File: config.mk
export PLATFORM = sky130hd
export DESIGN_NAME = dtc_timer_top
export DESIGN_NICKNAME = d
export VERILOG_FILES = /design/src/dtc_pkg.sv /design/src/dtc_prescaler.sv /design/src/dtc_pwm.sv /design/src/dtc_timer_top.sv
export SDC_FILE = /design/constraint.sdc
export NUM_CORES = 1
export LEC_CHECK = 0
export ABC_CLOCK_PERIOD_IN_PS = 8200
export BUFFER_PORTS_ARGS = -buffer_cell sky130_fd_sc_hd__clkbuf_2
export CORE_UTILIZATION = 32
export CTS_CLUSTER_DIAMETER = 120
export DETAILED_ROUTE_END_ITERATION = 8
export MAX_ROUTING_LAYER = met4
export SLEW_MARGIN = 20
export SYNTH_ARGS = -nofsm -noshare
export SYNTH_HDL_FRONTEND = slang
export SYNTH_SLANG_ARGS = --single-unit
File: constraint.sdc
create_clock -name mclk -period 8.2 [get_ports mclk]
set_clock_uncertainty 0.15 [all_clocks]
set_input_delay 0.82 -clock mclk [delete_from_list [all_inputs] [get_ports mclk]]
set_output_delay 0.82 -clock mclk [all_outputs]
set_load 0.01 [all_outputs]
File: src/dtc_pkg.sv
// constants and helpers shared by the paired timer/counter block
// assumes a single system clock; all pins are synchronised in the top module
package dtc_pkg;

    // widths
    localparam int PRE_W  = 12;                  // prescaler chain, divides up to 4096
    localparam int BYTE_W = 8;
    localparam int WIDE_W = 16;
    localparam int PWM_W  = 10;
    localparam int HI_W   = 4;

    // lower clock select codes
    localparam logic [2:0] LSEL_DIV2    = 3'h0;
    localparam logic [2:0] LSEL_DIV4    = 3'h1;
    localparam logic [2:0] LSEL_DIV16   = 3'h2;
    localparam logic [2:0] LSEL_DIV64   = 3'h3;
    localparam logic [2:0] LSEL_DIV256  = 3'h4;
    localparam logic [2:0] LSEL_DIV1024 = 3'h5;
    localparam logic [2:0] LSEL_DIV4096 = 3'h6;
    localparam logic [2:0] LSEL_EXT     = 3'h7;

    // upper clock select codes
    localparam logic [1:0] USEL_DIV1  = 2'h0;
    localparam logic [1:0] USEL_DIV2  = 2'h1;
    localparam logic [1:0] USEL_DIV16 = 2'h2;
    localparam logic [1:0] USEL_CHAIN = 2'h3;

    // divide ratios as powers of two
    localparam int SH_DIV1    = 0;
    localparam int SH_DIV2    = 1;
    localparam int SH_DIV4    = 2;
    localparam int SH_DIV16   = 4;
    localparam int SH_DIV64   = 6;
    localparam int SH_DIV256  = 8;
    localparam int SH_DIV1024 = 10;
    localparam int SH_DIV4096 = 12;

    // field positions in the pwm high-bits register
    localparam int HI_PER_MSB  = 3;
    localparam int HI_PER_LSB  = 2;
    localparam int HI_DUTY_MSB = 1;
    localparam int HI_DUTY_LSB = 0;

    // reset values
    localparam logic [7:0] CMP_RESET  = 8'hff;
    localparam logic [7:0] DUTY_RESET = 8'h00;
    localparam logic [7:0] CNT_RESET  = 8'h00;
    localparam logic [7:0] CAP_RESET  = 8'h00;
    localparam logic [3:0] HI_RESET   = 4'h0;
    localparam logic [9:0] PWM_ZERO   = 10'h000;
    localparam logic [9:0] PWM_ONE    = 10'h001;

    // prescaler tap: true once every 2**shift system clocks
    function automatic logic pre_tap(input logic [PRE_W-1:0] cnt, input int shift);
        logic [PRE_W-1:0] mask;
        mask = PRE_W'((1 << shift) - 1);
        pre_tap = ((cnt & mask) == mask);
    endfunction : pre_tap

endpackage : dtc_pkg

File: src/dtc_prescaler.sv
// free-running prescaler with the lower and upper divide taps
// assumes mclk is the main system clock; taps are one-cycle pulses
`timescale 1ns/100ps
module dtc_prescaler
    import dtc_pkg::*;
(
    input  wire logic       mclk,        // system clock
    input  wire logic       rst_n,       // sync reset, low
    input  wire logic [2:0] lower_sel,   // lower clock select
    input  wire logic [1:0] upper_sel,   // upper clock select
    output logic            lower_tap,   // lower divided tick
    output logic            upper_tap    // upper divided tick
);

    logic [PRE_W-1:0] pre_q;

    // one shared chain keeps all taps phase aligned
    always_ff @(posedge mclk) begin
        if (!rst_n) begin
            pre_q <= '0;
        end else begin
            pre_q <= pre_q + PRE_W'(1);
        end
    end

    // lower tap; external code yields none here, the top takes the pin edge
    always_comb begin
        unique case (lower_sel)
            LSEL_DIV2:    lower_tap = pre_tap(pre_q, SH_DIV2);
            LSEL_DIV4:    lower_tap = pre_tap(pre_q, SH_DIV4);
            LSEL_DIV16:   lower_tap = pre_tap(pre_q, SH_DIV16);
            LSEL_DIV64:   lower_tap = pre_tap(pre_q, SH_DIV64);
            LSEL_DIV256:  lower_tap = pre_tap(pre_q, SH_DIV256);
            LSEL_DIV1024: lower_tap = pre_tap(pre_q, SH_DIV1024);
            LSEL_DIV4096: lower_tap = pre_tap(pre_q, SH_DIV4096);
            LSEL_EXT:     lower_tap = 1'b0;
        endcase
    end

    // upper tap; chain code is resolved in the top
    always_comb begin
        unique case (upper_sel)
            USEL_DIV1:  upper_tap = pre_tap(pre_q, SH_DIV1);
            USEL_DIV2:  upper_tap = pre_tap(pre_q, SH_DIV2);
            USEL_DIV16: upper_tap = pre_tap(pre_q, SH_DIV16);
            USEL_CHAIN: upper_tap = 1'b0;
        endcase
    end
endmodule : dtc_prescaler

File: src/dtc_pwm.sv
// 10-bit pwm generator for the upper counter
// assumes advance is a one-cycle source clock tick; level is registered
`timescale 1ns/100ps
module dtc_pwm
    import dtc_pkg::*;
(
    input  wire logic             mclk,      // system clock
    input  wire logic             rst_n,     // sync reset, low
    input  wire logic             enable,    // pwm enable bit
    input  wire logic             advance,   // source clock tick
    input  wire logic             polarity,  // duty level select
    input  wire logic [PWM_W-1:0] period,    // 10-bit period
    input  wire logic [PWM_W-1:0] duty,      // 10-bit duty
    output logic                  level      // waveform level
);

    logic [PWM_W-1:0] cnt_q;

    // period counter runs 0 .. period-1; a zero period holds it
    always_ff @(posedge mclk) begin
        if (!rst_n || !enable) begin
            cnt_q <= PWM_ZERO;
        end else if (advance) begin
            if (cnt_q + PWM_ONE >= period) begin
                cnt_q <= PWM_ZERO;
            end else begin
                cnt_q <= cnt_q + PWM_ONE;
            end
        end
    end

    // output level; full and empty duty pinned to steady levels
    always_ff @(posedge mclk) begin
        if (!rst_n) begin
            level <= 1'b0;
        end else if (duty == PWM_ZERO) begin
            level <= !polarity;
        end else if (duty >= period) begin
            level <= polarity;
        end else begin
            level <= (cnt_q < duty) ? polarity : !polarity;
        end
    end
endmodule : dtc_pwm

File: src/dtc_timer_top.sv
// paired 8-bit timer/event counters, joinable into one 16-bit counter
// assumes pins are asynchronous to mclk; control bits come from a register file
// outside, with write strobes for the compare and pwm bytes
`timescale 1ns/100ps
// Operation
// - two independent 8-bit counters, or one joined 16-bit counter.
// - lower clock: main clock over 2..4096, or external count input.
// - upper clock: main clock over 1, 2, 16, or lower overflow.
// - external source counts on each rising edge of the pin.
// - external source selected forces count pin to input direction.
// - in 8-bit mode each counter flags interrupt on compare match, the upper one only outside pwm mode.
// - 16-bit mode wraps at joint compare; only lower interrupt raised.
// - lower byte is least significant, upper byte most significant.
// - capture trigger copies the count into the capture register.
// - capture mode keeps match interrupt; capture clears and restarts count.
// - in capture mode the shared read returns capture, not counter.
// - 16-bit capture captures the full 16-bit count.
// - upper pin carries 10-bit pwm only when upper output enabled.
// - period and duty are high bits above the period and duty bytes.
// - nonzero duty equal to period holds output at the polarity level.
// - zero duty holds output at the opposite of polarity.
// - compare-output mode toggles the pin on each count match.
// - lower counter drives its compare result onto its own pin.
// - lower compare is write-only, resets to all ones.
module dtc_timer_top
    import dtc_pkg::*;
(
    input  wire logic       mclk,                   // system clock, 25 MHz
    input  wire logic       rst_n,                  // sync reset, low
    input  wire logic       lower_enable,           // lower counter runs
    input  wire logic       lower_output_enable,    // lower pin drive enable
    input  wire logic       lower_capture_select,   // lower capture mode
    input  wire logic [2:0] lower_clock_select,     // lower clock source
    input  wire logic       upper_enable,           // upper counter runs
    input  wire logic       duty_level_select,      // pwm polarity
    input  wire logic       wide_mode_select,       // join into 16 bits
    input  wire logic       pwm_enable_bit,         // upper in pwm mode
    input  wire logic       upper_capture_select,   // upper capture mode
    input  wire logic [1:0] upper_clock_select,     // upper clock source
    input  wire logic       lower_cmp_wr,           // write lower compare
    input  wire logic       upper_cmp_wr,           // write upper compare / period
    input  wire logic       pwm_duty_wr,            // write duty byte
    input  wire logic       pwm_high_wr,            // write high-bits register
    input  wire logic [7:0] wr_data,                // write data byte
    input  wire logic       external_count_input,   // count pin
    input  wire logic       lower_capture_trigger,  // lower capture pin
    input  wire logic       upper_capture_trigger,  // upper capture pin
    output logic      [7:0] lower_read_value,       // counter or capture
    output logic      [7:0] upper_read_value,       // counter or capture
    output logic      [7:0] pwm_duty_read,          // duty byte readback
    output logic            lower_irq,              // lower match pulse
    output logic            upper_irq,              // upper match pulse
    output logic            lower_wave_pin,         // lower compare pin
    output logic            upper_wave_pin,         // upper compare/pwm pin
    output logic            ext_pin_input_mode      // count pin forced input
);

    // synchronisers: s1 -> s2 -> s3 edge stage
    logic [2:0] ext_s_q;
    logic [2:0] ltrg_s_q;
    logic [2:0] utrg_s_q;
    logic       ext_rise;
    logic       ltrg_rise;
    logic       utrg_rise;

    // software-written values
    logic [7:0] lower_compare_value_q;
    logic [7:0] upper_compare_value_q;    // doubles as pwm period byte
    logic [7:0] pwm_duty_byte_q;
    logic [3:0] pwm_high_q;
    logic       upper_output_enable_q;

    // counters and captures
    logic [7:0] lower_counter_q;
    logic [7:0] upper_counter_q;
    logic [7:0] lower_capture_value_q;
    logic [7:0] upper_capture_value_q;
    logic       lower_tog_q;
    logic       upper_tog_q;

    logic       lower_tap;
    logic       upper_tap;
    logic       lower_tick;
    logic       upper_tick;
    logic       lower_match;
    logic       upper_match;
    logic       wide_match;
    logic       lower_wrap;
    logic       upper_wrap;
    logic       lower_cap_evt;
    logic       upper_cap_evt;
    logic       pwm_level;
    logic [WIDE_W-1:0] wide_count;
    logic [WIDE_W-1:0] wide_cmp;

    // the first stage is read only by the second
    always_ff @(posedge mclk) begin
        if (!rst_n) begin
            ext_s_q  <= 3'h0;
            ltrg_s_q <= 3'h0;
            utrg_s_q <= 3'h0;
        end else begin
            ext_s_q  <= {ext_s_q[1:0], external_count_input};
            ltrg_s_q <= {ltrg_s_q[1:0], lower_capture_trigger};
            utrg_s_q <= {utrg_s_q[1:0], upper_capture_trigger};
        end
    end

    // rising edges seen from the settled stages
    assign ext_rise  = ext_s_q[1] && !ext_s_q[2];
    assign ltrg_rise = ltrg_s_q[1] && !ltrg_s_q[2];
    assign utrg_rise = utrg_s_q[1] && !utrg_s_q[2];

    dtc_prescaler u_pre (
        .mclk      (mclk),
        .rst_n     (rst_n),
        .lower_sel (lower_clock_select),
        .upper_sel (upper_clock_select),
        .lower_tap (lower_tap),
        .upper_tap (upper_tap)
    );

    // joined view: lower byte low, upper byte high
    assign wide_count = {upper_counter_q, lower_counter_q};
    assign wide_cmp   = {upper_compare_value_q, lower_compare_value_q};
    assign lower_match = (lower_counter_q == lower_compare_value_q);
    assign upper_match = (upper_counter_q == upper_compare_value_q);
    assign wide_match  = (wide_count == wide_cmp);

    // clock selection; external pin counts only for the lower counter
    assign lower_tick = lower_enable &&
        ((lower_clock_select == LSEL_EXT) ? ext_rise : lower_tap);
    assign lower_wrap = lower_tick && (wide_mode_select ? wide_match : lower_match);
    assign upper_tick = upper_enable &&
        ((upper_clock_select == USEL_CHAIN) ? lower_wrap : upper_tap);
    assign upper_wrap = !wide_mode_select && !pwm_enable_bit && upper_tick && upper_match;

    // capture events; the joined counter listens to the lower trigger
    assign lower_cap_evt = lower_capture_select && ltrg_rise;
    assign upper_cap_evt = !wide_mode_select && upper_capture_select && utrg_rise;

    // software writes; duty byte ignored while pwm is off
    always_ff @(posedge mclk) begin
        if (!rst_n) begin
            lower_compare_value_q <= CMP_RESET;
            upper_compare_value_q <= CMP_RESET;
            pwm_duty_byte_q       <= DUTY_RESET;
            pwm_high_q            <= HI_RESET;
            upper_output_enable_q <= 1'b0;
        end else begin
            if (lower_cmp_wr) begin
                lower_compare_value_q <= wr_data;
            end
            if (upper_cmp_wr) begin
                upper_compare_value_q <= wr_data;
            end
            if (pwm_duty_wr && pwm_enable_bit) begin
                pwm_duty_byte_q <= wr_data;
            end
            if (pwm_high_wr) begin
                pwm_high_q            <= wr_data[HI_W-1:0];
                upper_output_enable_q <= wr_data[BYTE_W-1];
            end
        end
    end

    // counting; capture clear outranks a tick in the same cycle
    always_ff @(posedge mclk) begin
        if (!rst_n) begin
            lower_counter_q <= CNT_RESET;
            upper_counter_q <= CNT_RESET;
        end else if (wide_mode_select) begin
            if (lower_cap_evt) begin
                lower_counter_q <= CNT_RESET;
                upper_counter_q <= CNT_RESET;
            end else if (lower_wrap) begin
                lower_counter_q <= CNT_RESET;
                upper_counter_q <= CNT_RESET;
            end else if (lower_tick) begin
                {upper_counter_q, lower_counter_q} <= wide_count + WIDE_W'(1);
            end
        end else begin
            if (lower_cap_evt) begin
                lower_counter_q <= CNT_RESET;
            end else if (lower_wrap) begin
                lower_counter_q <= CNT_RESET;
            end else if (lower_tick) begin
                lower_counter_q <= lower_counter_q + BYTE_W'(1);
            end
            // the pwm engine owns its own period count
            if (upper_cap_evt || pwm_enable_bit) begin
                upper_counter_q <= CNT_RESET;
            end else if (upper_wrap) begin
                upper_counter_q <= CNT_RESET;
            end else if (upper_tick) begin
                upper_counter_q <= upper_counter_q + BYTE_W'(1);
            end
        end
    end

    // capture registers hold the count seen at the trigger edge
    always_ff @(posedge mclk) begin
        if (!rst_n) begin
            lower_capture_value_q <= CAP_RESET;
            upper_capture_value_q <= CAP_RESET;
        end else begin
            if (lower_cap_evt) begin
                lower_capture_value_q <= lower_counter_q;
                if (wide_mode_select) begin
                    upper_capture_value_q <= upper_counter_q;
                end
            end
            if (upper_cap_evt) begin
                upper_capture_value_q <= upper_counter_q;
            end
        end
    end

    // match pulses; joined mode silences the upper one
    always_ff @(posedge mclk) begin
        if (!rst_n) begin
            lower_irq <= 1'b0;
            upper_irq <= 1'b0;
        end else begin
            lower_irq <= lower_wrap;
            upper_irq <= upper_wrap;
        end
    end

    // compare toggles give a 50:50 square wave
    always_ff @(posedge mclk) begin
        if (!rst_n) begin
            lower_tog_q <= 1'b0;
            upper_tog_q <= 1'b0;
        end else begin
            if (lower_wrap) begin
                lower_tog_q <= !lower_tog_q;
            end
            if (wide_mode_select ? lower_wrap : upper_wrap) begin
                upper_tog_q <= !upper_tog_q;
            end
        end
    end

    dtc_pwm u_pwm (
        .mclk     (mclk),
        .rst_n    (rst_n),
        .enable   (pwm_enable_bit),
        .advance  (upper_tick),
        .polarity (duty_level_select),
        .period   ({pwm_high_q[HI_PER_MSB:HI_PER_LSB], upper_compare_value_q}),
        .duty     ({pwm_high_q[HI_DUTY_MSB:HI_DUTY_LSB], pwm_duty_byte_q}),
        .level    (pwm_level)
    );

    // pins; the upper pin stays low until its enable is set
    always_ff @(posedge mclk) begin
        if (!rst_n) begin
            lower_wave_pin <= 1'b0;
            upper_wave_pin <= 1'b0;
        end else begin
            lower_wave_pin <= lower_output_enable && lower_tog_q;
            upper_wave_pin <= upper_output_enable_q &&
                              (pwm_enable_bit ? pwm_level : upper_tog_q);
        end
    end

    // shared read port; capture mode opens the capture path
    always_ff @(posedge mclk) begin
        if (!rst_n) begin
            lower_read_value   <= CNT_RESET;
            upper_read_value   <= CNT_RESET;
            pwm_duty_read      <= DUTY_RESET;
            ext_pin_input_mode <= 1'b0;
        end else begin
            lower_read_value   <= lower_capture_select ? lower_capture_value_q
                                                       : lower_counter_q;
            upper_read_value   <= (wide_mode_select ? lower_capture_select
                                                    : upper_capture_select)
                                  ? upper_capture_value_q : upper_counter_q;
            pwm_duty_read      <= pwm_duty_byte_q;
            ext_pin_input_mode <= (lower_clock_select == LSEL_EXT);
        end
    end
endmodule : dtc_timer_top

==> impl_metrics.yaml <==
outcome:
  outcome: "finished, final reports clean"
sta:
  min_period_over_period: 0.386
  worst_slew_pin_slew_ps: 1010
  hold_viol: 0
  fin_crit_ps: 3160
  drv_slew: 0
  clock.fmax_ghz: 0.316
  setup_viol: 0
  finalSetupTns_ps: 0
  max_slew_margin: 0.321
  rsz0062_at_grt: "no"
hold_path:
  min_path_type: "reg2reg"
  min_from: "ltrg_s_q[0]$_SDFF_PN0_"
synthesis:
  netlist_instances: 666
  netlist_top_cells_area: "dfxtp_1 40%, ha_1 7.3%, mux2i_1 6.6%, xor2_1 4.4%, nand2_1 4.2%"
  synth_top_cell_by_area: "dfxtp_1"
  avgSynthCellArea_um2: 9.28
  yosysUniqueCellTypes: 56
  syn-cell-area_um2: 6180
  yosysSeqAreaShare: 0.401
  synth_nets: 732
  synth_warnings: 0
  synthFlopType: "dfxtp_1"
  synth_top_area_frac: 0.401
  ys_ff_latch: 124
  async_flop_share: 0
  synth_edf_count: 0
global_routing:
  antenna_found_initial: 0
  grtUsageMet2: 0.229
  grt.overflow.total: 0
  grt_pass1_vias: 4501
  grt_pass1_wl_um: 23700
  grt_start_max_net_pins: 74
  grtUsageMet1: 0.213
  grt_util_all_layers: 0.159
  busiest_layer: "met2"
  use_met3: 0.0394
critical_path:
  crit_path_top_delay_cell: "o41ai_4"
  cp.required_ps: 8410
  path_cells: "ha_1 > nand3_4 > o311ai_4 > o311ai_4 > o41ai_4 > and2b_1 > o22ai_4 > a21oi_2 > o221a_2"
  crit_top_cell: "o311ai_4"
  crit_arrival_ps: 3380
  startpoint: "u_pre.pre_q[0]$_SDFF_PN0_"
  critPathMaxStageDelay_ps: 480
  cp-end-kind: "register"
  crit_type: "reg2reg"
  critPathMaxFanout: 10
  r2r-start: "u_pre.pre_q[0]$_SDFF_PN0_"
  worstSetupStartpointType: "register"
flow_run:
  max_cap_viol_count: 0
route:
  drcViolationCount: 0
  vias_per_cell: 4.83
  ant_nets: 0
  drt_iter0_drc: 329
  first_pass_iters: 5
  wl_per_cell_um: 14.7
  wl_um: 14500
  vias: 4744
floorplanning:
  io_pins: 59
  core-area_um2: 18800
  rows: 50
  die_area_um2: 19900
  die_x_um: 141
  initial_core_util: 0.328
  die_h_um: 141
power:
  p_leak_nw: 3.06
  p_per_area_nw_per_um2: 209
  irDropWorstVdd_uv: 133
cells_and_area:
  synthToLayoutAreaGrowth_pct: 17.7
  most-common-layout-cells: "124 x dfxtp_1, 69 x nand2_1, 57 x clkbuf_2"
  layout_commonest_cell: "dfxtp_1"
  fin_area_um2: 7280
  num_antenna_cells: 0
  fin_nets: 776
  fillers: 1931
  drive_gt1_frac: 0.151
  fin_cells: 983
clock_network:
  cts_num_sinks: 124
  cts_buffers: 17
  htree_levels: 4
  ctsHoldBuffers: 0
  clk-insertion-delay-late_ps: 420
  clk_pin_slew_ps: 60
  cts_setup_buffers: 0
  cts_buffer_depth: 2
  root_buffer: "clkbuf_16"
  cts_tree: "done"
  cts_resized: 0
placed_design:
  dp_hpwl_um: 10400
  gp_congestion: 0.840
  dpl-instance-area_um2: 6670
  numPortBuffers: 58
  dp.cells: 951
[cells by family (layout without fill, tap and decap cells)]
kind of cell	after synthesis	after routing	synth area share
buffers and inverters	59	116	0.0386
xor gates and xnor gates	42	42	0.0595
DFF	124	124	0.401
muxes	41	41	0.0664
and+or+nand+nor	244	244	0.211
adders and majority gates	36	36	0.0728
AOI/OAI and AO/OA	120	120	0.150
[power by group]
part	total [W]	switching (W)	internal, W	leakage, nW
registers	0.000632	0.0000139	0.000618	1.01
logic	0.000114	0.0000681	0.0000464	1.76
clock network	0.000778	0.000295	0.000483	0.291
[routing by layer]
metal  part of all wire  wire [um]
met2               0.43       6290
met4              0.017        248
met3              0.050        724
met5                  0          0
met1               0.50       7240
[synth_stat cells, drive strengths merged, types with 7 or more instances]
master and instances:
dfxtp 124, nand2 69, mux2i 41, ha 36, and2 34, nor2b 34, xor2 31, nor2 26
inv 25, nand3 25, o21ai 23, a21oi 22, clkbuf 22, a21boi 20, and3 12, buf 12
xnor2 11, o211ai 9, nand4 7, nor4 7
[metrics by stage]
step           utilization  hold slack (ps)  setup WS (ps)  total power [W]
5_1_grt              0.387              302           4820          0.00159
3_3_place_gp         0.354              270           4870         0.000758
2_1_floorplan            -              262           5350         0.000723
3_5_place_dp         0.354              268           4860         0.000760
4_1_cts              0.387              285           5020          0.00154
6_report             0.387              282           5040          0.00152
[worst max-delay path: cells and delay by family, from the launching register on]
family	cells	cell delay, ps
flip-flops	1	440
AND/OR/NAND/NOR	2	580
AO/OA/AOI/OAI	6	1630
adder cells (fa/ha/maj)	1	300
[final cells by class]
| cell class | count | area [um^2] | share of cell area |
|---|---|---|---|
| Tap cell | 260 | 325 | 0.0447 |
| Multi-Input combinational cell | 483 | 3470 | 0.476 |
| Timing Repair Buffer | 59 | 298 | 0.0409 |
| Inverter | 25 | 93.8 | 0.0129 |
| Clock inverter | 15 | 188 | 0.0258 |
| Sequential cell | 124 | 2480 | 0.341 |
| Clock buffer | 17 | 425 | 0.0584 |
[final timing paths]
check / endpoint / slack, ps / depth (start not counted)
setup reg to reg: upper_counter_q[2]$_SDFFE_PN0P_ / 5040 / 9
setup / recovery: upper_counter_q[2]$_SDFFE_PN0P_ / 5040 / 9
hold / removal: ltrg_s_q[1]$_SDFF_PN0_ / 280 / 1
hold reg to reg: ltrg_s_q[1]$_SDFF_PN0_ / 280 / 1
[state kept, by name, indices dropped and copies added, names as in the netlist, 4 cells and up]
register	flops
upper_read_value	8
pwm_duty_byte_q	8
upper_counter_q	8
upper_capture_value_q	8
pwm_duty_read	8
u_pre.pre_q	12
upper_compare_value_q	8
lower_read_value	8
u_pwm.cnt_q	10
lower_compare_value_q	8
pwm_high_q	4
lower_capture_value_q	8
lower_counter_q	8
Note: power is estimated with default switching activity, not from simulation.
